==> config.mk <==
export PLATFORM = sky130hd
export DESIGN_NAME = acsq_top
export DESIGN_NICKNAME = d
export VERILOG_FILES = /design/src/common/acsq_pkg.sv /design/src/acsq_sar.sv /design/src/acsq_top.sv
export SDC_FILE = /design/constraint.sdc
export NUM_CORES = 1
export LEC_CHECK = 0
export ABC_AREA = 1
export ABC_CLOCK_PERIOD_IN_PS = 10100
export BUFFER_PORTS_ARGS = -buffer_cell sky130_fd_sc_hd__buf_4
export CORE_MARGIN = 2
export CORE_UTILIZATION = 62
export CTS_BUF_LIST = sky130_fd_sc_hd__clkbuf_8
export DETAILED_ROUTE_END_ITERATION = 16
export PLACE_DENSITY = 0.88
export SLEW_MARGIN = 20
export SYNTH_ARGS = -nofsm -noshare
export SYNTH_HDL_FRONTEND = slang
export SYNTH_SLANG_ARGS = --single-unit
==> constraint.sdc <==
create_clock -name clk_in -period 10.1 [get_ports clk_in]
set_input_delay 1.515 -clock clk_in [delete_from_list [all_inputs] [get_ports clk_in]]
set_output_delay 1.515 -clock clk_in [all_outputs]
set_load 0.1 [all_outputs]
==> src/common/acsq_pkg.sv <==
package acsq_pkg;
  // register word indices, byte address is four times the index
  localparam logic [3:0] REG_CTL_TWO = 4'h0;
  localparam logic [3:0] REG_CTL_THREE = 4'h1;
  localparam logic [3:0] REG_CTL_FOUR = 4'h2;
  localparam logic [3:0] REG_CTL_FIVE = 4'h3;
  localparam logic [3:0] REG_STATUS = 4'h4;
  localparam logic [3:0] REG_TEST = 4'h5;
  localparam logic [3:0] REG_DIG_IN = 4'h6;
  localparam logic [3:0] REG_DIG_EN = 4'h7;
  localparam logic [3:0] REG_RESULT_BASE = 4'h8;
  localparam int NUM_REGS = 16;
  localparam int NUM_CHANNELS = 8;
  // control two fields
  localparam int BIT_POWER_UP = 7;
  localparam int BIT_HALT_IN_WAIT = 2;
  localparam int BIT_SEQ_IRQ_EN = 1;
  // control three fields
  localparam int BIT_LEN_EIGHT = 3;
  // control four fields
  localparam int BIT_RES_TEN = 7;
  localparam int SMP_LSB = 5;
  localparam int PRS_LSB = 0;
  // control five fields
  localparam int BIT_RIGHT_JUST = 7;
  localparam int BIT_SPECIAL = 6;
  localparam int BIT_SCAN = 5;
  localparam int BIT_MULTI = 4;
  localparam int BIT_LEN_ONE = 3;
  localparam int CC_LSB = 0;
  // status fields
  localparam int BIT_SEQ_FLAG = 15;
  localparam int BIT_BUSY = 14;
  // test fields
  localparam int BIT_SOFT_RESET = 0;
  // reset values
  localparam logic [7:0] RST_CTL = 8'h00;
  localparam logic [7:0] RST_DIG_EN = 8'h00;
  // sampling and conversion timing in module clocks
  localparam logic [4:0] SMP_FIXED_CLKS = 5'h06;
  localparam logic [4:0] SMP_VAR_BASE = 5'h02;
  localparam logic [3:0] CNV_SETUP_CLKS = 4'h2;
  localparam logic [3:0] CNV_CLKS_EIGHT = 4'ha;
  localparam logic [3:0] CNV_CLKS_TEN = 4'hc;
  // special conversion reference selection
  localparam logic [1:0] SPC_NONE = 2'h0;
  localparam logic [1:0] SPC_LOW = 2'h1;
  localparam logic [1:0] SPC_HIGH = 2'h2;
  localparam logic [1:0] SPC_MID = 2'h3;

  typedef enum logic [1:0] {
    SQ_IDLE = 2'b00,
    SQ_START = 2'b01,
    SQ_WAIT = 2'b11
  } acsq_seq_t;

  typedef enum logic [1:0] {
    SR_IDLE = 2'b00,
    SR_SAMPLE = 2'b01,
    SR_CONVERT = 2'b11
  } acsq_sar_st_t;

  // analog front end controls
  typedef struct packed {
    logic [2:0] channel;
    logic [1:0] special;
    logic sample_en;
    logic [9:0] dac_code;
  } acsq_analog_t;

  typedef struct packed {
    acsq_sar_st_t st;
    logic [4:0] cnt;
    logic [9:0] sar;
    logic [9:0] mask;
    logic [9:0] result;
    logic done;
  } acsq_sar_state_t;

  typedef struct packed {
    logic [7:0] ctl_two;
    logic [7:0] ctl_three;
    logic [7:0] ctl_four;
    logic [7:0] ctl_five;
    logic seq_flag;
    logic [7:0] loaded;
    logic [7:0] dig_en;
    logic [7:0][15:0] results;
    acsq_seq_t seq;
    logic [2:0] idx;
    logic [4:0] prs_cnt;
    logic prs_half;
    logic ce;
    logic ack;
    logic [31:0] rdata;
  } acsq_state_t;
endpackage

==> src/acsq_sar.sv <==
`timescale 1ns/10ps
`default_nettype none
module acsq_sar
  import acsq_pkg::*;
(
  // clock and reset
  input wire logic clk_in,
  input wire logic rst_n_in,
  // control from the sequencer
  input wire logic ce_in,
  input wire logic start_in,
  input wire logic abort_in,
  input wire logic res_ten_in,
  input wire logic [1:0] smp_sel_in,
  // analog comparator
  input wire logic comp_in,
  // results
  output logic sample_en_out,
  output logic [9:0] dac_code_out,
  output logic [9:0] result_out,
  output logic done_out
);
  acsq_sar_state_t s_ff, nxt_s;
  logic [4:0] smp_last;
  logic [4:0] cnv_last;

  // sample and conversion lengths in module clocks
  assign smp_last = SMP_FIXED_CLKS + (SMP_VAR_BASE << smp_sel_in) - 5'h01;
  assign cnv_last = {1'b0, (res_ten_in ? CNV_CLKS_TEN : CNV_CLKS_EIGHT)} - 5'h01;

  ////////////////////////////////////////////////////////////////////////////
  // sample then binary search
  always_comb begin
    nxt_s = s_ff;
    nxt_s.done = 1'b0;
    if (abort_in) begin
      nxt_s.st = SR_IDLE;
    end else if (start_in) begin
      nxt_s.st = SR_SAMPLE;
      nxt_s.cnt = 5'h00;
      nxt_s.sar = 10'h000;
      // both widths search from the full-scale top bit, eight bits stop two early
      nxt_s.mask = 10'h200;
    end else if (ce_in) begin
      unique case (s_ff.st)
        SR_IDLE: begin
        end
        SR_SAMPLE: begin
          if (s_ff.cnt == smp_last) begin
            nxt_s.st = SR_CONVERT;
            nxt_s.cnt = 5'h00;
          end else begin
            nxt_s.cnt = s_ff.cnt + 5'h01;
          end
        end
        SR_CONVERT: begin
          nxt_s.cnt = s_ff.cnt + 5'h01;
          if (s_ff.cnt >= {1'b0, CNV_SETUP_CLKS} && s_ff.mask != 10'h000) begin
            if (comp_in) begin
              nxt_s.sar = s_ff.sar | s_ff.mask;
            end
            nxt_s.mask = s_ff.mask >> 1;
          end
          if (s_ff.cnt == cnv_last) begin
            nxt_s.st = SR_IDLE;
            // last decision included, eight-bit results right aligned
            nxt_s.result = res_ten_in ? nxt_s.sar : {2'b00, nxt_s.sar[9:2]};
            nxt_s.done = 1'b1;
          end
        end
      endcase
    end
  end

  // state register
  always_ff @(posedge clk_in or negedge rst_n_in) begin
    if (!rst_n_in) begin
      s_ff <= '0;
    end else begin
      s_ff <= nxt_s;
    end
  end

  assign sample_en_out = (s_ff.st == SR_SAMPLE);
  assign dac_code_out = s_ff.sar | s_ff.mask;
  assign result_out = s_ff.result;
  assign done_out = s_ff.done;
endmodule
`default_nettype wire

==> src/acsq_top.sv <==
// How it works
// - eight channels feed one successive approximation core of 8 or 10 bits
// - length bits in control three and five give 1, 4 or 8 conversions
// - multi clear converts one channel, multi set steps through channels
// - scan set restarts after each sequence, clear stops after one
// - special mode converts low reference, high reference or midpoint
// - three-bit code in control five picks channel or first of group
// - two-bit field in control four picks the sampling length
// - writing control four or five starts a new sequence or halts
// - a new non-continuous sequence ends continuous running when done
// - power down, reset, stop, or wait with halt enabled stop sequencing
// - sequence complete flag sets at the end of each sequence
// - each result register has a flag set when it is loaded
// - a sequence complete interrupt can be raised, or flags polled
// - results stored left or right justified by software choice
// - sixteen register words for control, test and configuration
// - second unit comes out of reset disabled with input-only pins
// - each input pin serves as analog channel or digital input
// - power-up bit resets low and power down aborts the sequence
// - conversion takes 10 or 12 module clocks, then result is stored
`timescale 1ns/10ps
`default_nettype none
module acsq_top
  import acsq_pkg::*;
#(
  parameter int UNIT_INDEX = 0
) (
  // clock and reset
  input wire logic clk_in,
  input wire logic arst_n_in,
  // avalon-mm slave
  input wire logic [5:0] avs_address_in,
  input wire logic avs_read_in,
  input wire logic avs_write_in,
  input wire logic [3:0] avs_byteenable_in,
  input wire logic [31:0] avs_writedata_in,
  output logic [31:0] avs_readdata_out,
  output logic avs_waitrequest_out,
  // system power modes
  input wire logic stop_in,
  input wire logic wait_in,
  // pins and analog front end
  input wire logic [7:0] pin_in,
  input wire logic comp_in,
  output acsq_analog_t analog_out,
  // interrupt
  output logic seq_irq_out
);
  logic [1:0] rst_sync_ff;
  logic rst_n;
  acsq_state_t s_ff, nxt_s;
  logic req, acc, wr_acc, rd_acc;
  logic [3:0] widx;
  logic [15:0] wmask, wval;
  logic halt, soft_rst, power_up;
  logic halt_pdown, halt_stop, halt_wait;
  logic start_wr, seq_end, busy, res_ten;
  logic [1:0] spc_sel;
  logic [7:0] dig_in_val;
  logic [3:0] seq_last;
  logic [2:0] chan;
  logic sar_start, sar_abort, sar_done, sar_smp;
  logic [9:0] sar_result, sar_dac;
  logic [15:0] just_val;
  logic [15:0] rd_word;
  logic [15:0] status_word;

  ////////////////////////////////////////////////////////////////////////////
  // reset release through two flops
  always_ff @(posedge clk_in or negedge arst_n_in) begin
    if (!arst_n_in) begin
      rst_sync_ff <= 2'b00;
    end else begin
      rst_sync_ff <= {rst_sync_ff[0], 1'b1};
    end
  end
  assign rst_n = rst_sync_ff[1];

  ////////////////////////////////////////////////////////////////////////////
  // bus decode, one wait cycle per access
  assign req = avs_read_in | avs_write_in;
  assign acc = req & s_ff.ack;
  assign wr_acc = acc & avs_write_in;
  assign rd_acc = req & ~s_ff.ack & avs_read_in;
  assign widx = avs_address_in[5:2];
  assign wmask = {{8{avs_byteenable_in[1]}}, {8{avs_byteenable_in[0]}}};
  assign wval = avs_writedata_in[15:0];

  // power and halt conditions
  assign power_up = s_ff.ctl_two[BIT_POWER_UP];
  assign soft_rst = wr_acc && widx == REG_TEST && wmask[BIT_SOFT_RESET] && wval[BIT_SOFT_RESET];

  // halt sources kept apart so the cause of an abort is easy to trace
  assign halt_pdown = ~power_up;
  assign halt_stop = stop_in;
  assign halt_wait = wait_in & s_ff.ctl_two[BIT_HALT_IN_WAIT];
  assign halt = halt_pdown | halt_stop | halt_wait | soft_rst;

  // an accepted write to control four or five restarts the sequence
  assign start_wr = wr_acc && (widx == REG_CTL_FOUR || widx == REG_CTL_FIVE);

  // sequence length and channel selection
  always_comb begin
    if (s_ff.ctl_three[BIT_LEN_EIGHT]) begin
      seq_last = 4'h7;
    end else if (s_ff.ctl_five[BIT_LEN_ONE]) begin
      seq_last = 4'h0;
    end else begin
      seq_last = 4'h3;
    end
  end

  // converted channel, fixed or stepping through a group
  always_comb begin
    if (!s_ff.ctl_five[BIT_MULTI]) begin
      chan = s_ff.ctl_five[CC_LSB +: 3];
    end else if (seq_last == 4'h7) begin
      chan = s_ff.ctl_five[CC_LSB +: 3] + s_ff.idx;
    end else begin
      chan = {s_ff.ctl_five[CC_LSB + 2], s_ff.ctl_five[CC_LSB +: 2] + s_ff.idx[1:0]};
    end
  end

  // resolution choice, ten bits when set
  assign res_ten = s_ff.ctl_four[BIT_RES_TEN];

  // justification of the new result
  always_comb begin
    if (res_ten) begin
      just_val = s_ff.ctl_five[BIT_RIGHT_JUST] ? {6'h00, sar_result} : {sar_result, 6'h00};
    end else begin
      just_val = s_ff.ctl_five[BIT_RIGHT_JUST] ? {8'h00, sar_result[7:0]} : {sar_result[7:0], 8'h00};
    end
  end

  // sequencer running, seen by software as the busy bit
  assign busy = (s_ff.seq != SQ_IDLE);

  // pins with their digital enable bit set read back as zero
  assign dig_in_val = pin_in & ~s_ff.dig_en;

  // read mux
  assign status_word = {s_ff.seq_flag, busy, 6'h00, s_ff.loaded};
  always_comb begin
    rd_word = 16'h0000;
    if (widx >= REG_RESULT_BASE) begin
      rd_word = s_ff.results[widx[2:0]];
    end else begin
      unique case (widx)
        REG_CTL_TWO: rd_word = {8'h00, s_ff.ctl_two};
        REG_CTL_THREE: rd_word = {8'h00, s_ff.ctl_three};
        REG_CTL_FOUR: rd_word = {8'h00, s_ff.ctl_four};
        REG_CTL_FIVE: rd_word = {8'h00, s_ff.ctl_five};
        REG_STATUS: rd_word = status_word;
        REG_TEST: rd_word = 16'h0000;
        REG_DIG_IN: rd_word = {8'h00, dig_in_val};
        REG_DIG_EN: rd_word = {8'h00, s_ff.dig_en};
        default: rd_word = 16'h0000;
      endcase
    end
  end

  assign sar_start = (s_ff.seq == SQ_START) & ~halt;
  assign sar_abort = halt | (s_ff.seq == SQ_IDLE);

  // last conversion of the sequence has just delivered its result
  assign seq_end = (s_ff.seq == SQ_WAIT) && sar_done && ({1'b0, s_ff.idx} == seq_last);

  // byte lane merge for the eight-bit registers
  function automatic logic [7:0] lane_merge(input logic [7:0] old_v, input logic [7:0] new_v, input logic [7:0] m);
    return (old_v & ~m) | (new_v & m);
  endfunction

  ////////////////////////////////////////////////////////////////////////////
  // next state of registers, prescaler and sequencer
  always_comb begin
    nxt_s = s_ff;
    // ack follows request by one cycle, giving each access one wait state
    nxt_s.ack = req & ~s_ff.ack;
    // read data captured in the first cycle of a read
    if (rd_acc) begin
      nxt_s.rdata = {16'h0000, rd_word};
    end
    // module clock enable: bus clock over (prescale + 1) over two
    nxt_s.ce = 1'b0;
    if (!power_up) begin
      nxt_s.prs_cnt = 5'h00;
      nxt_s.prs_half = 1'b0;
    end else if (s_ff.prs_cnt == 5'h00) begin
      nxt_s.prs_cnt = s_ff.ctl_four[PRS_LSB +: 5];
      nxt_s.prs_half = ~s_ff.prs_half;
      nxt_s.ce = s_ff.prs_half;
    end else begin
      nxt_s.prs_cnt = s_ff.prs_cnt - 5'h01;
    end
    // register writes
    if (wr_acc) begin
      unique case (widx)
        REG_CTL_TWO: nxt_s.ctl_two = lane_merge(s_ff.ctl_two, wval[7:0], wmask[7:0]);
        REG_CTL_THREE: nxt_s.ctl_three = lane_merge(s_ff.ctl_three, wval[7:0], wmask[7:0]);
        REG_CTL_FOUR: nxt_s.ctl_four = lane_merge(s_ff.ctl_four, wval[7:0], wmask[7:0]);
        REG_CTL_FIVE: nxt_s.ctl_five = lane_merge(s_ff.ctl_five, wval[7:0], wmask[7:0]);
        REG_STATUS: begin
          nxt_s.seq_flag = s_ff.seq_flag & ~(wmask[BIT_SEQ_FLAG] & wval[BIT_SEQ_FLAG]);
          nxt_s.loaded = s_ff.loaded & ~(wmask[7:0] & wval[7:0]);
        end
        REG_DIG_EN: nxt_s.dig_en = lane_merge(s_ff.dig_en, wval[7:0], wmask[7:0]);
        default: begin
        end
      endcase
    end
    // sequencer
    if (halt) begin
      nxt_s.seq = SQ_IDLE;
    end else if (start_wr) begin
      nxt_s.seq = SQ_START;
      nxt_s.idx = 3'h0;
      nxt_s.seq_flag = 1'b0;
      nxt_s.loaded = 8'h00;
    end else begin
      unique case (s_ff.seq)
        SQ_IDLE: begin
        end
        SQ_START: nxt_s.seq = SQ_WAIT;
        SQ_WAIT: begin
          if (sar_done) begin
            // results land in order from the first result register
            nxt_s.results[s_ff.idx] = just_val;
            nxt_s.loaded[s_ff.idx] = 1'b1;
            if (seq_end) begin
              nxt_s.seq_flag = 1'b1;
              nxt_s.idx = 3'h0;
              nxt_s.seq = s_ff.ctl_five[BIT_SCAN] ? SQ_START : SQ_IDLE;
            end else begin
              nxt_s.idx = s_ff.idx + 3'h1;
              nxt_s.seq = SQ_START;
            end
          end
        end
      endcase
    end
    // soft reset clears all but the power-up bit
    if (soft_rst) begin
      nxt_s = '0;
      nxt_s.ctl_two = RST_CTL;
      nxt_s.ctl_two[BIT_POWER_UP] = power_up;
      nxt_s.ack = 1'b0;
    end
  end

  // state register, powered down after reset
  always_ff @(posedge clk_in or negedge rst_n) begin
    if (!rst_n) begin
      s_ff <= '0;
    end else begin
      s_ff <= nxt_s;
    end
  end

  ////////////////////////////////////////////////////////////////////////////
  // sample and conversion engine
  acsq_sar u_sar (
    .clk_in(clk_in),
    .rst_n_in(rst_n),
    .ce_in(s_ff.ce),
    .start_in(sar_start),
    .abort_in(sar_abort),
    .res_ten_in(res_ten),
    .smp_sel_in(s_ff.ctl_four[SMP_LSB +: 2]),
    .comp_in(comp_in),
    .sample_en_out(sar_smp),
    .dac_code_out(sar_dac),
    .result_out(sar_result),
    .done_out(sar_done)
  );

  // reference choice in special mode, code bit one picks the midpoint
  always_comb begin
    if (!s_ff.ctl_five[BIT_SPECIAL]) begin
      spc_sel = SPC_NONE;
    end else if (s_ff.ctl_five[CC_LSB + 1]) begin
      spc_sel = SPC_MID;
    end else if (s_ff.ctl_five[CC_LSB]) begin
      spc_sel = SPC_HIGH;
    end else begin
      spc_sel = SPC_LOW;
    end
  end

  // bus side outputs
  assign avs_readdata_out = s_ff.rdata;
  assign avs_waitrequest_out = req & ~s_ff.ack;

  // analog front end controls
  assign analog_out.channel = chan;
  assign analog_out.special = spc_sel;
  assign analog_out.sample_en = sar_smp;
  assign analog_out.dac_code = sar_dac;

  // interrupt request level
  assign seq_irq_out = s_ff.seq_flag & s_ff.ctl_two[BIT_SEQ_IRQ_EN];
endmodule
`default_nettype wire

### Word-level counts from Yosys, hierarchy flattened

Index checks and enable logic that the tools add are counted.

| operators by class | value |
|---|---|
| shifts and indexed selects | 1 |
| eq/ne operators | 21 |
| multiplexer cells | 63 |
| order comparisons | 5 |
| reductions and logical operators | 46 |
| bitwise gates (word level) | 40 |
| add/subtract/negate cells | 8 |

Operators with widths:

| cell | count |
|---|---|
| $mux W128 | 3 |
| $mux W221 | 1 |
| $mux W133 | 1 |
| $bwmux W128 | 1 |
| $pmux W16 S7 | 1 |
| $mux W16 | 6 |
| $and A8 B8 Y8 | 8 |
| $bmux W16 S3 | 1 |
| $demux W16 S3 | 1 |
| $mux W48 | 1 |
| $or A8 B8 Y8 | 6 |
| $mux W9 | 5 |
| $mux W38 | 1 |
| $mux W32 | 1 |
| $mux W8 | 4 |
| $mux W31 | 1 |
| $mux W27 | 1 |
| $reduce_bool A2 Y1 | 13 |
| $not A8 Y8 | 3 |
| $eq A4 B3 Y1 const B | 5 |
| $mux W10 | 2 |
| $mux W20 | 1 |
| $mux W2 | 9 |
| $mux W3 | 6 |
| 49 further kinds | 102 |

| word-level totals | value |
|---|---|
| word-level logic and storage cells | 214 |
| bits in registers | 262 |
| input port bits | 57 |
| output and inout port bits | 50 |

### Longest topological paths before layout

Gate-level depths: netlist (run 1).

| depth | value |
|---|---|
| depth after elaboration | 11 |
| mapped depth | 12 |

### Hierarchy

A second synthesis (run 1) with hierarchy kept.

| second synthesis, totals | value |
|---|---|
| cells, all modules | 1808 |
| area total of the unflattened synthesis | 13584.3 µm² |

Modules (own cells, without submodules):

| module | seq. area each (µm²) | instances | cells an instance | area an instance (µm²) |
|---|---|---|---|---|
| acsq_top | 5205.0 | 1 | 1493 | 11212.0 |
| acsq_sar | 950.9 | 1 | 315 | 2372.3 |

### Least setup slack after synthesis (run 1)

Ideal clock, no wire load.

| path | value |
|---|---|
| path kind | register to output |
| from | register s_ff[40] (netlist name) |
| to | output analog_out[15] (netlist name) |
| arrival | 2830 ps |
| cell stages (with the launch flop) | 7 |
| slack | 5755 ps |
| path through | dfrtp_1 > ha_1 > inv_1 > fa_1 > a21boi_0 > o211ai_1 > xnor2_1 |

RTL lines:

| item | line | text |
|---|---|---|
| start: declaration | acsq_top.sv:51 | `acsq_state_t s_ff, nxt_s;` |
| start signal: assignment | acsq_top.sv:256 | `s_ff <= nxt_s;` |
| end: declaration | acsq_top.sv:45 | `output acsq_analog_t analog_out,` |

### Final worst setup path (run 1)

| path | value |
|---|---|
| from | input avs_address_in[5] |
| to | register s_ff[157] (netlist name) |

| between the ends | value |
|---|---|
| cells in the longest elaborated chain, start to end | 7 |

Ends and longest elaborated chain:

| item | line | text |
|---|---|---|
| start: declaration | acsq_top.sv:32 | `input wire logic [5:0] avs_address_in,` |
| $eq A4 B3 Y1 | acsq_top.sv:91 | `assign soft_rst = wr_acc && widx == REG_TEST && wmask[BIT_SOFT_RESET] && wval[BIT_SOFT_RESET];` |
| $logic_and A1 B1 Y1 (3 in series) | acsq_top.sv:91 |  |
| $or A1 B1 Y1 | acsq_top.sv:97 | `assign halt = halt_pdown \| halt_stop \| halt_wait \| soft_rst;` |
| $ne A2 B1 Y1 (no line) | n/a |  |
| $reduce_and A4 Y1 (no line) | n/a |  |

Several ways; a longest one is shown, not always the timed one.
A chain may end at the register's enable or synchronous reset.

==> results, run 1 <==
- The count of vias placed by the detailed router is 11,350.
- Before antenna repair, the detailed router went through 6 iterations.
- Setup violations remaining at the end of the flow were counted as 0.
- The via-per-instance ratio is 6.060.
- The quantity of hold-fixing buffers added after cts is 0.
- The count of buffers added on input and output ports is 63.
- The design draws 2.598 mW.
- The accumulated negative setup slack is 0 ns.
- The initial antenna violation count was 0.
- The number of unique standard cell types used by synthesis is 51.
- Routability-driven placement finished with a final weighted congestion of 0.9336.
- The antenna violation net count after detailed routing is 0.
- The worst hold path belongs to the class flop to async pin.
- In the final routed layout, each cell accounts on average for 18.82 um.
- The clock tree synthesis step divided the H-tree into 2 levels.
- The filler cell count in the final layout is 1,577.
- The power per cell area is 189.5 mW/mm^2.
- The setup fix buffers added after clock tree synthesis is 0.
- The number of CTS-inserted buffers is 42.
- Max-cap violations in this run came to 0.
- Sequential cells were found to cover 49.24% of the synthesized design area.
- The cell accounting for the most synthesized area is sky130_fd_sc_hd__dfrtp_1.
- The total number of nets in the final design is 1,646.
- The floorplan has 51 rows.
- After Yosys synthesis, and, or, nand and nor cells account for 24.42% of the synthesized area.
- The clock-pin transition on the worst setup and hold timing paths is 0.06 ns.
- The number of global-route vias before repair is 11,030.
- The global route total overflow is 0.
- The number of cells on the worst reg-to-reg path is 6.
- STA classifies the critical path endpoint as a flop.
- The multi-input combinational cells in the finished layout cover a total of 0.005124 sq mm.
- The die span in x is 146.0 um.
- The fraction of the core area covered by cells at the end of the flow is 69.77%.
- After legalization and detailed placement, the total HPWL measured 22,970 um.
- The chip height is 146.0 um.
- The floorplan die area is 0.02131 sq mm.
- For this run, the total global-route usage over all layers was measured as 33.24%.
- The analysis attributes to cell leakage a power of 7.029 nW.
- The first-pass GRT wire length is 56,460 um.
- After detailed routing, the total wire length is 35,250 um.
- After layout, the worst path uses 42.28% of the clock period.
- The complex-gate fraction of the synthesized area is 14.59%.
- Setup repair after global routing left no endpoint under its margin.
- The initial utilization of the core area, before any placement, comes to 63.60%.
- The post-detailed-route DRC marker count is 0.
- The type of the worst setup path is primary input to flop.
- The adder-cell share of the synthesized area is 0.9609%.
- The register area is 0.006160 sq mm.
- The area growth from synthesis to layout is 9.689%.
- The cell count after synthesis came out at 1,537.
- After floorplanning, the core was sized to cover 0.01965 sq mm.
- The final setup skew is 0.03427 ns.
- The placed instances occupy a cell area of 0.01289 sq mm.
- After synthesis, the cell types taking the most area are sky130_fd_sc_hd__dfrtp_1 49%, sky130_fd_sc_hd__nand2_1 11%, sky130_fd_sc_hd__inv_1 5.8%, sky130_fd_sc_hd__nand3_1 5.0%, sky130_fd_sc_hd__o22ai_1 4.4%.
- The synthesized design devotes to its leading area cell type 49.24% of total area.
- The repair_antennas step left the layout with diodes totalling 0.
- TritonCTS built the clock tree.
- The maximum achievable frequency is 234.2 MHz.
- The worst vdd rail ir drop is 126.5 uV.
- The max-slew headroom at the worst pin is 29.10%.
- The critical path launch point type is a primary input.
- The detailed router finished its first iteration with 1,048 violations.
- The clock insertion delay at the later pin of the skew report is 0.59 ns.
- The highest fanout seen on the critical path is 44.
- Dividing the synthesized area by the synthesized cell count gives 8.133 sq um.
- The flop-to-flop setup slack is 6.83 ns.
- At the pin with the least slew margin, the transition time is 1.062 ns.
- The number of hold-slack violations in the final timing report was 0.
- Summing the areas of all xor and xnor instances in the mapped netlist gives 0.4204% of the synthesized area.
- 107 I/O pins were placed.
- The clock passes through at most 3 buffers.
- The flow ran to the end, and the final reports show no timing, DRC or antenna violations.
- For this design, the sink count on the clock tree is 246.
- The finished cells cover 0.01371 sq mm.
- The combinational family with the most area after synthesis is simple AND/OR/NAND/NOR gates.
- The mux contribution to synthesized area is 0%.
- The endpoint arrival time on the critical path is 4.71 ns.
- The origin of the critical flop-to-flop path is s_ff[32]$_DFF_PN0_.
- The clock period minus worst slack is 4.270 ns.
- The Yosys step of the flow raised 0 warnings.
- The tree is rooted in a sky130_fd_sc_hd__clkbuf_8.
- Entering global routing, the biggest net connects 75 pins.
- The critical path data required time is 10.54 ns.
- The number of max-slew violations in the final report is 0.
- The combined area of all synthesized cells is 0.01250 sq mm.
- The endpoint identified for the worst register-to-register timing path is s_ff[157]$_DFFE_PN0P_.
- The synthesized flop and latch total is 246.
- In this run, post-CTS repair resized a total of 0 instances.
- In the final layout, the share of cells above drive strength 1 is 11.44%.
-- layout by cell type, fill, tap and decap left out, drive strengths merged --
| cell | instances |
|---|---|
| or2 | 5 |
| nand3 | 133 |
| conb | 17 |
| nand4 | 24 |
| clkinv | 4 |
| inv | 219 |
| o32ai | 2 |
| a21boi | 1 |
| nor3b | 1 |
| o22ai | 87 |
| a21oi | 60 |
| bufinv | 1 |
| nor2 | 122 |
| nand3b | 7 |
| buf | 69 |
| a22oi | 12 |
| o21ai | 107 |
| o221ai | 4 |
| fa | 1 |
| nor3 | 7 |
| o21a | 3 |
| clkbuf | 50 |
| a211oi | 4 |
| o2111ai | 1 |
| a31oi | 4 |
| o22a | 5 |
| o31ai | 2 |
| xor2 | 3 |
| a2bb2oi | 5 |
| xnor2 | 3 |
| ha | 8 |
| nand2 | 383 |
| dfrtp | 246 |
| o211ai | 8 |
-- synthesized netlist by cell type, drive strengths merged --
library cell	count
a31oi	4
nor3	7
o21a	3
nand3	133
o2111ai	1
conb	2
nand4	24
nand3b	7
ha	8
nand2	383
or2	5
xnor2	3
inv	200
dfrtp	246
nor2	122
fa	1
clkinv	2
clkbuf	20
o22a	5
o211ai	8
a2bb2oi	5
o221ai	4
a21oi	60
a22oi	12
a211oi	4
o22ai	87
buf	65
o32ai	2
nor3b	1
a21boi	1
xor2	3
o21ai	107
o31ai	2
-- where the power goes --
group / switching (mW) / internal [mW]
clock: 0.412 / 0.476
sequential: 0.0741 / 1.09
combinational: 0.402 / 0.139
-- flip-flops by register name, indices dropped and copies added, names as in the netlist, named ones only --
signal,cells
s_ff,188
rst_sync_ff,2
u_sar.done_out,1
res_ten,1
u_sar.s_ff,27
avs_readdata_out,16
u_sar.result_out,10
-- routing by layer --
layer,track usage [%],wire length (um)
met5,0,0
met4,17.48,1638
met3,7.367,3885
met2,51.46,16060
met1,44.29,13660
-- cells by family after synthesis --
group | after synthesis
DFF | 246
adders and majority gates | 9
buffers and inverters | 287
and+or+nand+nor | 682
AOI/OAI and AO/OA | 305
other | 2
xor gates and xnor gates | 6
-- worst max-delay path by stage --
stage / cells past startpoint / slack (ns) / start / to
after floorplan: 0 / 2.74 / rst_sync_ff[1]$_DFF_PN0_ / async pin
after global placement: 8 / 5.55 / avs_address_in[5] / s_ff[171]$_DFFE_PN0P_
after detailed placement: 8 / 5.39 / avs_address_in[5] / s_ff[126]$_DFFE_PN0P_
after CTS: 8 / 5.97 / avs_address_in[5] / s_ff[126]$_DFFE_PN0P_
after global routing: 8 / 5.79 / avs_address_in[5] / s_ff[157]$_DFFE_PN0P_
final: 8 / 5.83 / avs_address_in[5] / s_ff[157]$_DFFE_PN0P_
-- layout make-up --
| cell class | count | share of cell area, % |
|---|---|---|
| clock inverter | 22 | 0.9581 |
| inverter | 202 | 5.539 |
| sequential | 246 | 44.92 |
| clock buffer | 50 | 5.019 |
| timing repair buffer | 69 | 3.778 |
| multi-input combinational | 1019 | 37.37 |
| tap | 265 | 2.418 |
-- per-stage QoR --
| stage | worst slack [ns] | hold slack (ns) | cells |
|---|---|---|---|
| global route | 5.788 | 0.3689 | 1873 |
| detailed placement | 5.390 | 0.3370 | 1801 |
| global placement | 5.550 | 0.3341 | 1801 |
| floorplan | 2.737 | 0.3312 | 1552 |
| finish | 5.830 | 0.3179 | 1873 |
| CTS | 5.973 | 0.3593 | 1873 |
-- worst max-delay path, cell delays in order --
cell,delay [ns]
sky130_fd_sc_hd__buf_4,0.24
sky130_fd_sc_hd__inv_1,0.28
sky130_fd_sc_hd__nand2_1,0.20
sky130_fd_sc_hd__nor2_1,0.08
sky130_fd_sc_hd__nand2_2,0.56
sky130_fd_sc_hd__buf_4,0.59
sky130_fd_sc_hd__nand3_1,0.76
sky130_fd_sc_hd__o21ai_0,0.47
No activity file was read; power rests on OpenSTA's default activity.
==> run 2: changes to the inputs <==
--- a/config.mk
+++ b/config.mk
@@ -6,7 +6,7 @@
 export NUM_CORES = 1
 export LEC_CHECK = 0
 export ABC_AREA = 1
-export ABC_CLOCK_PERIOD_IN_PS = 10100
+export ABC_CLOCK_PERIOD_IN_PS = 4200
 export BUFFER_PORTS_ARGS = -buffer_cell sky130_fd_sc_hd__buf_4
 export CORE_MARGIN = 2
 export CORE_UTILIZATION = 62
==> constraint.sdc (replaced) <==
create_clock -name clk_in -period 4.2 [get_ports clk_in]
set_input_delay 0.63 -clock clk_in [delete_from_list [all_inputs] [get_ports clk_in]]
set_output_delay 0.63 -clock clk_in [all_outputs]
set_load 0.1 [all_outputs]
==> run 2 against run 1 <==
Against the previous run:
- largest cell class unchanged
- via count grew 0.48%
- utilization increased by 0.32 points
- sequential share of layout area down 0.21 points
- critical path depth fell by 1
==> results, run 2 (synthesis results as in run 1) <==
- Based on the critical path, the design can be clocked at up to 318.9 MHz.
- The via-per-instance ratio is 6.066 (was 6.060).
- The slowest cell on the critical path was sky130_fd_sc_hd__dfrtp_1 (was sky130_fd_sc_hd__nand3_1).
- The largest stage delay on the critical path is 0.48 ns (was 0.76 ns).
- The clock period minus worst slack is 3.136 ns.
- The max-slew headroom at the worst pin is 33.62% (was 29.10%).
- The leakage component of the power is 7.049 nW (was 7.029 nW).
- The type of the worst setup path was flop to output port (was primary input to flop).
- The number of CTS-inserted buffers was 42 (unchanged).
- The global route total overflow is 0 (unchanged).
- Ordered cell list for the critical path: ha_1 > inv_1 > fa_1 > a21boi_0 > o211ai_1 > xnor2_1 > buf_4 (was buf_4 > inv_1 > nand2_1 > nor2_1 > nand2_2 > buf_4 > nand3_1 > o21ai_0).
- Status: completed (unchanged).
- The total number of nets in the final design is 1,653 (was 1,646).
- The register bank with the most flops is s_ff (unchanged).
- The total design power is 6.200 mW (was 2.598 mW).
- The die span in x is 146.0 um (unchanged).
- The number of resized instances in the post-cts repair step is 0 (unchanged).
- The average wire per standard cell was 18.44 um (was 18.82 um).
- The count of vias placed by the detailed router is 11,400 (was 11,350).
- The initial antenna violation count is 0 (unchanged).
- The number of hold-slack violations in the final timing report is 0 (unchanged).
- The global placement routability congestion is 0.9495 (was 0.9336).
- The setup slack after placement came to 1.147 ns (was 5.390 ns).
- The floorplan die area is 0.02131 sq mm (unchanged).
- The final setup skew is 0.02907 ns (was 0.03427 ns).
- The number of iterations in the first detailed-routing pass is 6 (unchanged).
- The flop-to-flop setup slack is 1.34 ns (was 6.83 ns).
- The TritonCTS clock tree is done (unchanged).
- The power per cell area is 450.0 mW/mm^2 (was 189.5 mW/mm^2).
- The first-pass GRT wire length is 56,180 um (was 56,460 um).
- The area growth from synthesis to layout was 10.20% (was 9.689%).
- The area of placed instances is 0.01296 sq mm (was 0.01289 sq mm).
- The worst vdd rail ir drop is 337.7 uV (was 126.5 uV).
- Dividing the final minimum period by the clock period gives 74.67%.
- The clock insertion delay at the later pin of the skew report was 0.56 ns (was 0.59 ns).
- The most common library cell in the layout ignoring fill and taps is sky130_fd_sc_hd__nand2_1 (unchanged).
- The post-detailed-route DRC marker count is 0 (unchanged).
- The initial core utilization was 63.60% (unchanged).
- The port buffer count is 63 (unchanged).
- The overall routed net length was 34,680 um (was 35,250 um).
- The number of top-level pins was 107 (unchanged).
- The category of cells accounting for the largest share of critical-path delay is adder cells (was simple AND/OR/NAND/NOR gates).
- The critical path data required time was 3.57 ns (was 10.54 ns).
- The HPWL after detailed placement is 22,830 um (was 22,970 um).
- The quantity of hold-fixing buffers added after cts is 1 (was 0).
- The number of buffers and inverters on the critical path was 2 (was 3).
- The CTS H-tree depth came to 2 (unchanged).
- The setup fix buffers added after clock tree synthesis is 0 (unchanged).
- The antenna violation net count after detailed routing was 0 (unchanged).
- The number of cell rows is 51 (unchanged).
- The measured slew at the worst slew-check pin is 0.9956 ns (was 1.062 ns).
- The number of max-slew violations in the final report is 0 (unchanged).
- The number of global-route vias before repair is 11,070 (was 11,030).
- Most used cells in the layout excluding fill and tap cells: 365 x sky130_fd_sc_hd__nand2_1, 245 x sky130_fd_sc_hd__dfrtp_1, 207 x sky130_fd_sc_hd__inv_1 (was 365 x sky130_fd_sc_hd__nand2_1, 245 x sky130_fd_sc_hd__dfrtp_1, 210 x sky130_fd_sc_hd__inv_1).
- The endpoint arrival time on the critical path is 2.51 ns (was 4.71 ns).
- The max-capacitance violation count came to 0 (unchanged).
- The chip height was 146.0 um (unchanged).
- The number of sinks driven by the clock tree is 246 (unchanged).
- The cell area after layout is 0.01378 sq mm (was 0.01371 sq mm).
- The violation count after the first detailed-routing iteration is 1,351 (was 1,048).
- The number of flip-flops under the largest register name is 188 (unchanged).
- The critical path launch point type is a flop (was primary input).
- The path class of the lowest-slack min-delay path is primary input to flop (was flop to async pin).
- The global-route usage over all layers is 32.86% (was 33.24%).
- The worst setup margin is 1.064 ns (was 5.830 ns).
- The area of the core came to 0.01965 sq mm (unchanged).
- The clock-pin transition on the worst setup and hold timing paths is 0.06 ns (about the same).
- The type of element capturing the critical path is an output port (was flop).
- The largest net degree at the start of global routing came to 77 (was 75).
- The maximum buffer depth of the clock tree is 3 (unchanged).
- The accumulated negative setup slack is 0 ns (unchanged).
- The highest fanout seen on the critical path is 7 (was 44).
- The number of antenna repair diodes is 0 (unchanged).
- The final setup violation count is 0 (unchanged).
- The fraction of final layout cells sized beyond drive strength 1 is 11.95% (was 11.44%).
- RSZ-0062 raised after global routing: false (unchanged).
- The buffer cell driving the clock tree root is sky130_fd_sc_hd__clkbuf_8 (unchanged).
run 2: changes by cell type in the layout (fill, tap and decap cells not counted), sizes merged, moves of 2 or more:
| cell | before | now |
|---|---|---|
| inv | 219 | 214 |
| clkinvlp | 0 | 2 |
| clkinv | 4 | 6 |
| buf | 69 | 75 |
| clkbuf | 50 | 52 |
run 2: final cells by class:
type / count / area [sq um]
multi-input cells: 1019 / 5119
clock buffers: 52 / 715.7
fillers: 1560 / 5878
inverters: 202 / 759.5
clock inverters: 20 / 92.59
well taps: 265 / 331.6
flip-flops and latches: 246 / 6160
repair buffers: 76 / 598.1
run 2: metal layers:
layer	GRT usage (%)	vias to the layer above	part of all wire (%)
li1	-	5123	-
met1	43.85	5379	38
met2	51.18	753	46
met3	7.085	149	11
met4	16.75	0	4.6
met5	0	-	0
run 2: worst reg2reg max path, delay by kind of cell, from the launching register on:
| family | cells | cell delay, ns |
|---|---|---|
| flops | 1 | 0.41 |
| simple gates | 4 | 1.64 |
| buf+inv | 2 | 0.24 |
| compound gates | 1 | 0.46 |
run 2: where the power goes:
part | leakage (nW) | total (mW) | internal (mW) | switching [mW]
clock | 0.464 | 2.09 | 1.11 | 0.973
combinational | 3.63 | 1.30 | 0.340 | 0.960
sequential | 2.95 | 2.81 | 2.63 | 0.181
total | 7.05 | 6.20 | 4.09 | 2.11
run 2: per-stage QoR:
step,util [%],instances,hold slack (ns)
4_1_cts,70.09,1880,0.3115
6_report,70.09,1880,0.3288
2_1_floorplan,-,1552,0.3311
3_5_place_dp,65.93,1807,0.3395
3_3_place_gp,65.93,1807,0.3376
5_1_grt,70.09,1880,0.3359
run 2: worst paths after layout:
check / from / endpoint / depth (start not counted)
max in group asynchronous: rst_sync_ff[1]$_DFF_PN0_ / s_ff[194]$_DFFE_PN0P_ / 1
min in group asynchronous: arst_n_in / rst_sync_ff[1]$_DFF_PN0_ / 2
hold reg to reg: rst_sync_ff[0]$_DFF_PN0_ / rst_sync_ff[1]$_DFF_PN0_ / 0
hold / removal: avs_read_in / s_ff[32]$_DFF_PN0_ / 3
setup / recovery: s_ff[40]$_DFFE_PN0P_ / analog_out[15] / 7
setup reg to reg: s_ff[32]$_DFF_PN0_ / s_ff[160]$_DFFE_PN0P_ / 7
==> run 3: changes to the inputs <==
--- a/config.mk
+++ b/config.mk
@@ -6,13 +6,13 @@
 export NUM_CORES = 1
 export LEC_CHECK = 0
 export ABC_AREA = 1
-export ABC_CLOCK_PERIOD_IN_PS = 4200
+export ABC_CLOCK_PERIOD_IN_PS = 2600
 export BUFFER_PORTS_ARGS = -buffer_cell sky130_fd_sc_hd__buf_4
 export CORE_MARGIN = 2
-export CORE_UTILIZATION = 62
+export CORE_UTILIZATION = 56
 export CTS_BUF_LIST = sky130_fd_sc_hd__clkbuf_8
 export DETAILED_ROUTE_END_ITERATION = 16
-export PLACE_DENSITY = 0.88
+export PLACE_DENSITY = 0.85
 export SLEW_MARGIN = 20
 export SYNTH_ARGS = -nofsm -noshare
 export SYNTH_HDL_FRONTEND = slang
==> constraint.sdc (replaced) <==
create_clock -name clk_in -period 2.6 [get_ports clk_in]
set_input_delay 0.39 -clock clk_in [delete_from_list [all_inputs] [get_ports clk_in]]
set_output_delay 0.39 -clock clk_in [all_outputs]
set_load 0.1 [all_outputs]
==> run 3 against run 2 <==
Against the previous run:
- utilization decreased by 6.0 points
- clock-buffer cell count decreased by 1
- combinational power rose by 69%
- design area grew 1.9%
- via count is 0.18% lower
- wire length grew 3.3%
- power rose by 62%
- register-to-register slack worse by 1.0 ns
==> results, run 3 (synthesis results as in run 1) <==
- Status: completed (unchanged).
- The area used by multi-input combinational logic was 0.005149 sq mm (was 0.005119 sq mm).
- The number of global-route vias before repair is 11,110 (was 11,070).
- The global-route usage over all layers came to 30.47% (was 32.86%).
- The number of max-slew violations in the final report came to 0 (unchanged).
- The fraction of final layout cells sized beyond drive strength 1 is 13.35% (was 11.95%).
- The max-slew headroom at the worst pin is 49.11% (was 33.62%).
- The number of flip-flops under the largest register name is 188 (unchanged).
- The via-per-instance ratio is 5.926 (was 6.066).
- The chip height is 153.4 um (was 146.0 um).
- The endpoint arrival time on the critical path is 2.17 ns (was 2.51 ns).
- The register area is 0.006161 sq mm (was 0.006160 sq mm).
- The floorplan die area is 0.02353 sq mm (was 0.02131 sq mm).
- The area of the core came to 0.02189 sq mm (was 0.01965 sq mm).
- The most common library cell in the layout ignoring fill and taps is sky130_fd_sc_hd__nand2_1 (unchanged).
- The type of the worst setup path was flop to output port (unchanged).
- The largest net degree at the start of global routing is 79 (was 77).
- The violation count after the first detailed-routing iteration is 1,389 (was 1,351).
- The number of sinks driven by the clock tree is 246 (unchanged).
- The path class of the lowest-slack min-delay path is primary input to flop (unchanged).
- The origin of the critical flop-to-flop path is s_ff[32]$_DFF_PN0_ (unchanged).
- The critical path capture point is analog_out[15] (unchanged).
- The final instance count without filler cells came to 1,921 (was 1,880).
- The terminus of the critical flop-to-flop path is s_ff[194]$_DFFE_PN0P_ (was s_ff[160]$_DFFE_PN0P_).
- The worst setup margin is 0.03615 ns (was 1.064 ns).
- The post-detailed-route DRC marker count is 0 (unchanged).
- In the finished design, the share of the clock period the worst path needs comes to 98.61%.
- RSZ-0062 raised after global routing: true (was false).
- The number of antenna repair diodes is 0 (unchanged).
- The register bank with the most flops is s_ff (unchanged).
- The setup slack after placement came to 0.09616 ns (was 1.147 ns).
- The first-pass GRT wire length is 57,370 um (was 56,180 um).
- The average wire per standard cell was 18.65 um (was 18.44 um).
- The filler cell count in the final layout is 1,799 (was 1,560).
- The power per cell area is 717.0 mW/mm^2 (was 450.0 mW/mm^2).
- The total design power was 10.06 mW (was 6.200 mW).
- The maximum buffer depth of the clock tree is 3 (unchanged).
- The initial core utilization was 57.10% (was 63.60%).
- The clock-pin transition on the worst setup and hold timing paths is 0.06 ns (about the same).
- The total number of nets in the final design came to 1,677 (was 1,653).
- The initial antenna violation count is 0 (unchanged).
- The critical path launch point type was a flop (unchanged).
- The depth of the most critical reg-to-reg path came to 8 (was 7).
- The flop-to-flop setup slack is 0.32 ns (was 1.34 ns).
- The area growth from synthesis to layout is 12.27% (was 10.20%).
- The number of cell rows is 54 (was 51).
- The largest stage delay on the critical path is 0.37 ns (was 0.48 ns).
- Ordered cell list for the critical path: ha_1 > inv_1 > fa_2 > o211ai_1 > xnor2_4 > buf_12 (was ha_1 > inv_1 > fa_1 > a21boi_0 > o211ai_1 > xnor2_1 > buf_4).
- The leakage component of the power was 7.204 nW (was 7.049 nW).
- The antenna violation net count after detailed routing is 0 (unchanged).
- The max-capacitance violation count was 0 (unchanged).
- The final setup skew is 0.01704 ns (was 0.02907 ns).
- The TritonCTS clock tree is done (unchanged).
- The critical path data required time is 2.21 ns (was 3.57 ns).
- The global route total overflow is 0 (unchanged).
- The worst setup path startpoint is s_ff[40]$_DFFE_PN0P_ (unchanged).
- Most used cells in the layout excluding fill and tap cells: 365 x sky130_fd_sc_hd__nand2_1, 244 x sky130_fd_sc_hd__dfrtp_1, 211 x sky130_fd_sc_hd__inv_1 (was 365 x sky130_fd_sc_hd__nand2_1, 245 x sky130_fd_sc_hd__dfrtp_1, 207 x sky130_fd_sc_hd__inv_1).
- The count of vias placed by the detailed router is 11,380 (was 11,400).
- The number of hold-slack violations in the final timing report was 0 (unchanged).
- The slowest cell on the critical path is sky130_fd_sc_hd__dfrtp_2 (was sky130_fd_sc_hd__dfrtp_1).
- The global placement routability congestion is 1.022 (was 0.9495).
- The CTS H-tree depth is 2 (unchanged).
- The highest fanout seen on the critical path is 2 (was 7).
- The clock insertion delay at the later pin of the skew report came to 0.55 ns (was 0.56 ns).
- The die span in x is 153.4 um (was 146.0 um).
- The maximum achievable frequency is 390.0 MHz.
- The measured slew at the worst slew-check pin is 0.7604 ns (was 0.9956 ns).
- The type of element capturing the critical path was an output port (unchanged).
- The number of top-level pins is 107 (unchanged).
- The total placed cells including tap cells came to 1,843 (was 1,807).
- The overall routed net length is 35,840 um (was 34,680 um).
- The clock period minus worst slack is 2.564 ns.
- The number of CTS-inserted buffers is 41 (was 42).
- The buffer cell driving the clock tree root was sky130_fd_sc_hd__clkbuf_8 (unchanged).
- The port buffer count is 63 (unchanged).
- The HPWL after detailed placement is 23,570 um (was 22,830 um).
- The worst vdd rail ir drop is 550.5 uV (was 337.7 uV).
- The final setup violation count is 0 (unchanged).
- The number of iterations in the first detailed-routing pass came to 5 (was 6).
[run 3: cell count changes in the layout (fill, tap and decap cells not counted), sizes merged]
cell      previous run  this run
buf                 75       100
inv                214       218
clkinvlp             2         1
clkbuf              52        51
clkinv               6         5
[run 3: cell type report]
type                            count  area share [%]
Clock inverter                     22          0.6419
Timing Repair Buffer              101           5.866
Multi-Input combinational cell   1019           36.69
Tap cell                          280           2.496
Inverter                          202           5.411
Sequential cell                   246           43.90
Clock buffer                       51           5.001
[run 3: repair_timing]
item	4_1_cts	5_1_grt
hold buffers	1	0
gates resized for setup	7	2
setup buffers	4	0
endpoints found under the setup margin	1	7
hold endpoints to repair	2	0
pin swaps	3	1
[run 3: worst min path at each step]
| stage | startpoint | endpoint | slack, ns | cells after the start |
|---|---|---|---|---|
| finish | avs_read_in | s_ff[32]$_DFF_PN0_ | 0.12 | 3 |
| global route | avs_read_in | s_ff[32]$_DFF_PN0_ | 0.13 | 3 |
| CTS | avs_read_in | s_ff[32]$_DFF_PN0_ | 0.11 | 3 |
| detailed placement | arst_n_in | rst_sync_ff[0]$_DFF_PN0_ | 0.17 | 1 |
| global placement | arst_n_in | rst_sync_ff[0]$_DFF_PN0_ | 0.17 | 1 |
| floorplan | arst_n_in | rst_sync_ff[0]$_DFF_PN0_ | 0.09 | 0 |
[run 3: through the flow]
stage / hold slack [ns] / utilization [%] / instance area [sq um] / setup TNS [ns]
global route: 0.1275 / 64.11 / 14030 / -0.04167
finish: 0.1184 / 64.11 / 14030 / 0
CTS: 0.1116 / 64.09 / 14030 / 0
floorplan: 0.09441 / - / 12580 / -0.3393
global placement: 0.1728 / 60.20 / 13180 / 0
detailed placement: 0.1748 / 60.20 / 13180 / 0
[run 3: per-layer routing]
metal	GRT usage (%)	up-vias	part of all wire [%]
li1	-	5180	-
met1	41.99	5357	40
met2	46.83	710	45
met3	6.663	136	11
met4	13.32	0	3.8
met5	0	-	0
[run 3: worst max-delay path: cells and delay by family (launching register included)]
| family | cells | cell delay, ns |
|---|---|---|
| flip-flops | 1 | 0.37 |
| AO/OA/AOI/OAI | 1 | 0.37 |
| buffers and inverters | 2 | 0.24 |
| adder cells (fa/ha/maj) | 2 | 0.48 |
| XOR/XNOR | 1 | 0.17 |
[run 3: power breakdown]
| group | internal, mW | total [mW] | switching [mW] |
|---|---|---|---|
| clock | 1.76 | 3.33 | 1.57 |
| sequential | 4.25 | 4.53 | 0.280 |
| combinational | 0.612 | 2.20 | 1.59 |
| total | 6.62 | 10.1 | 3.44 |
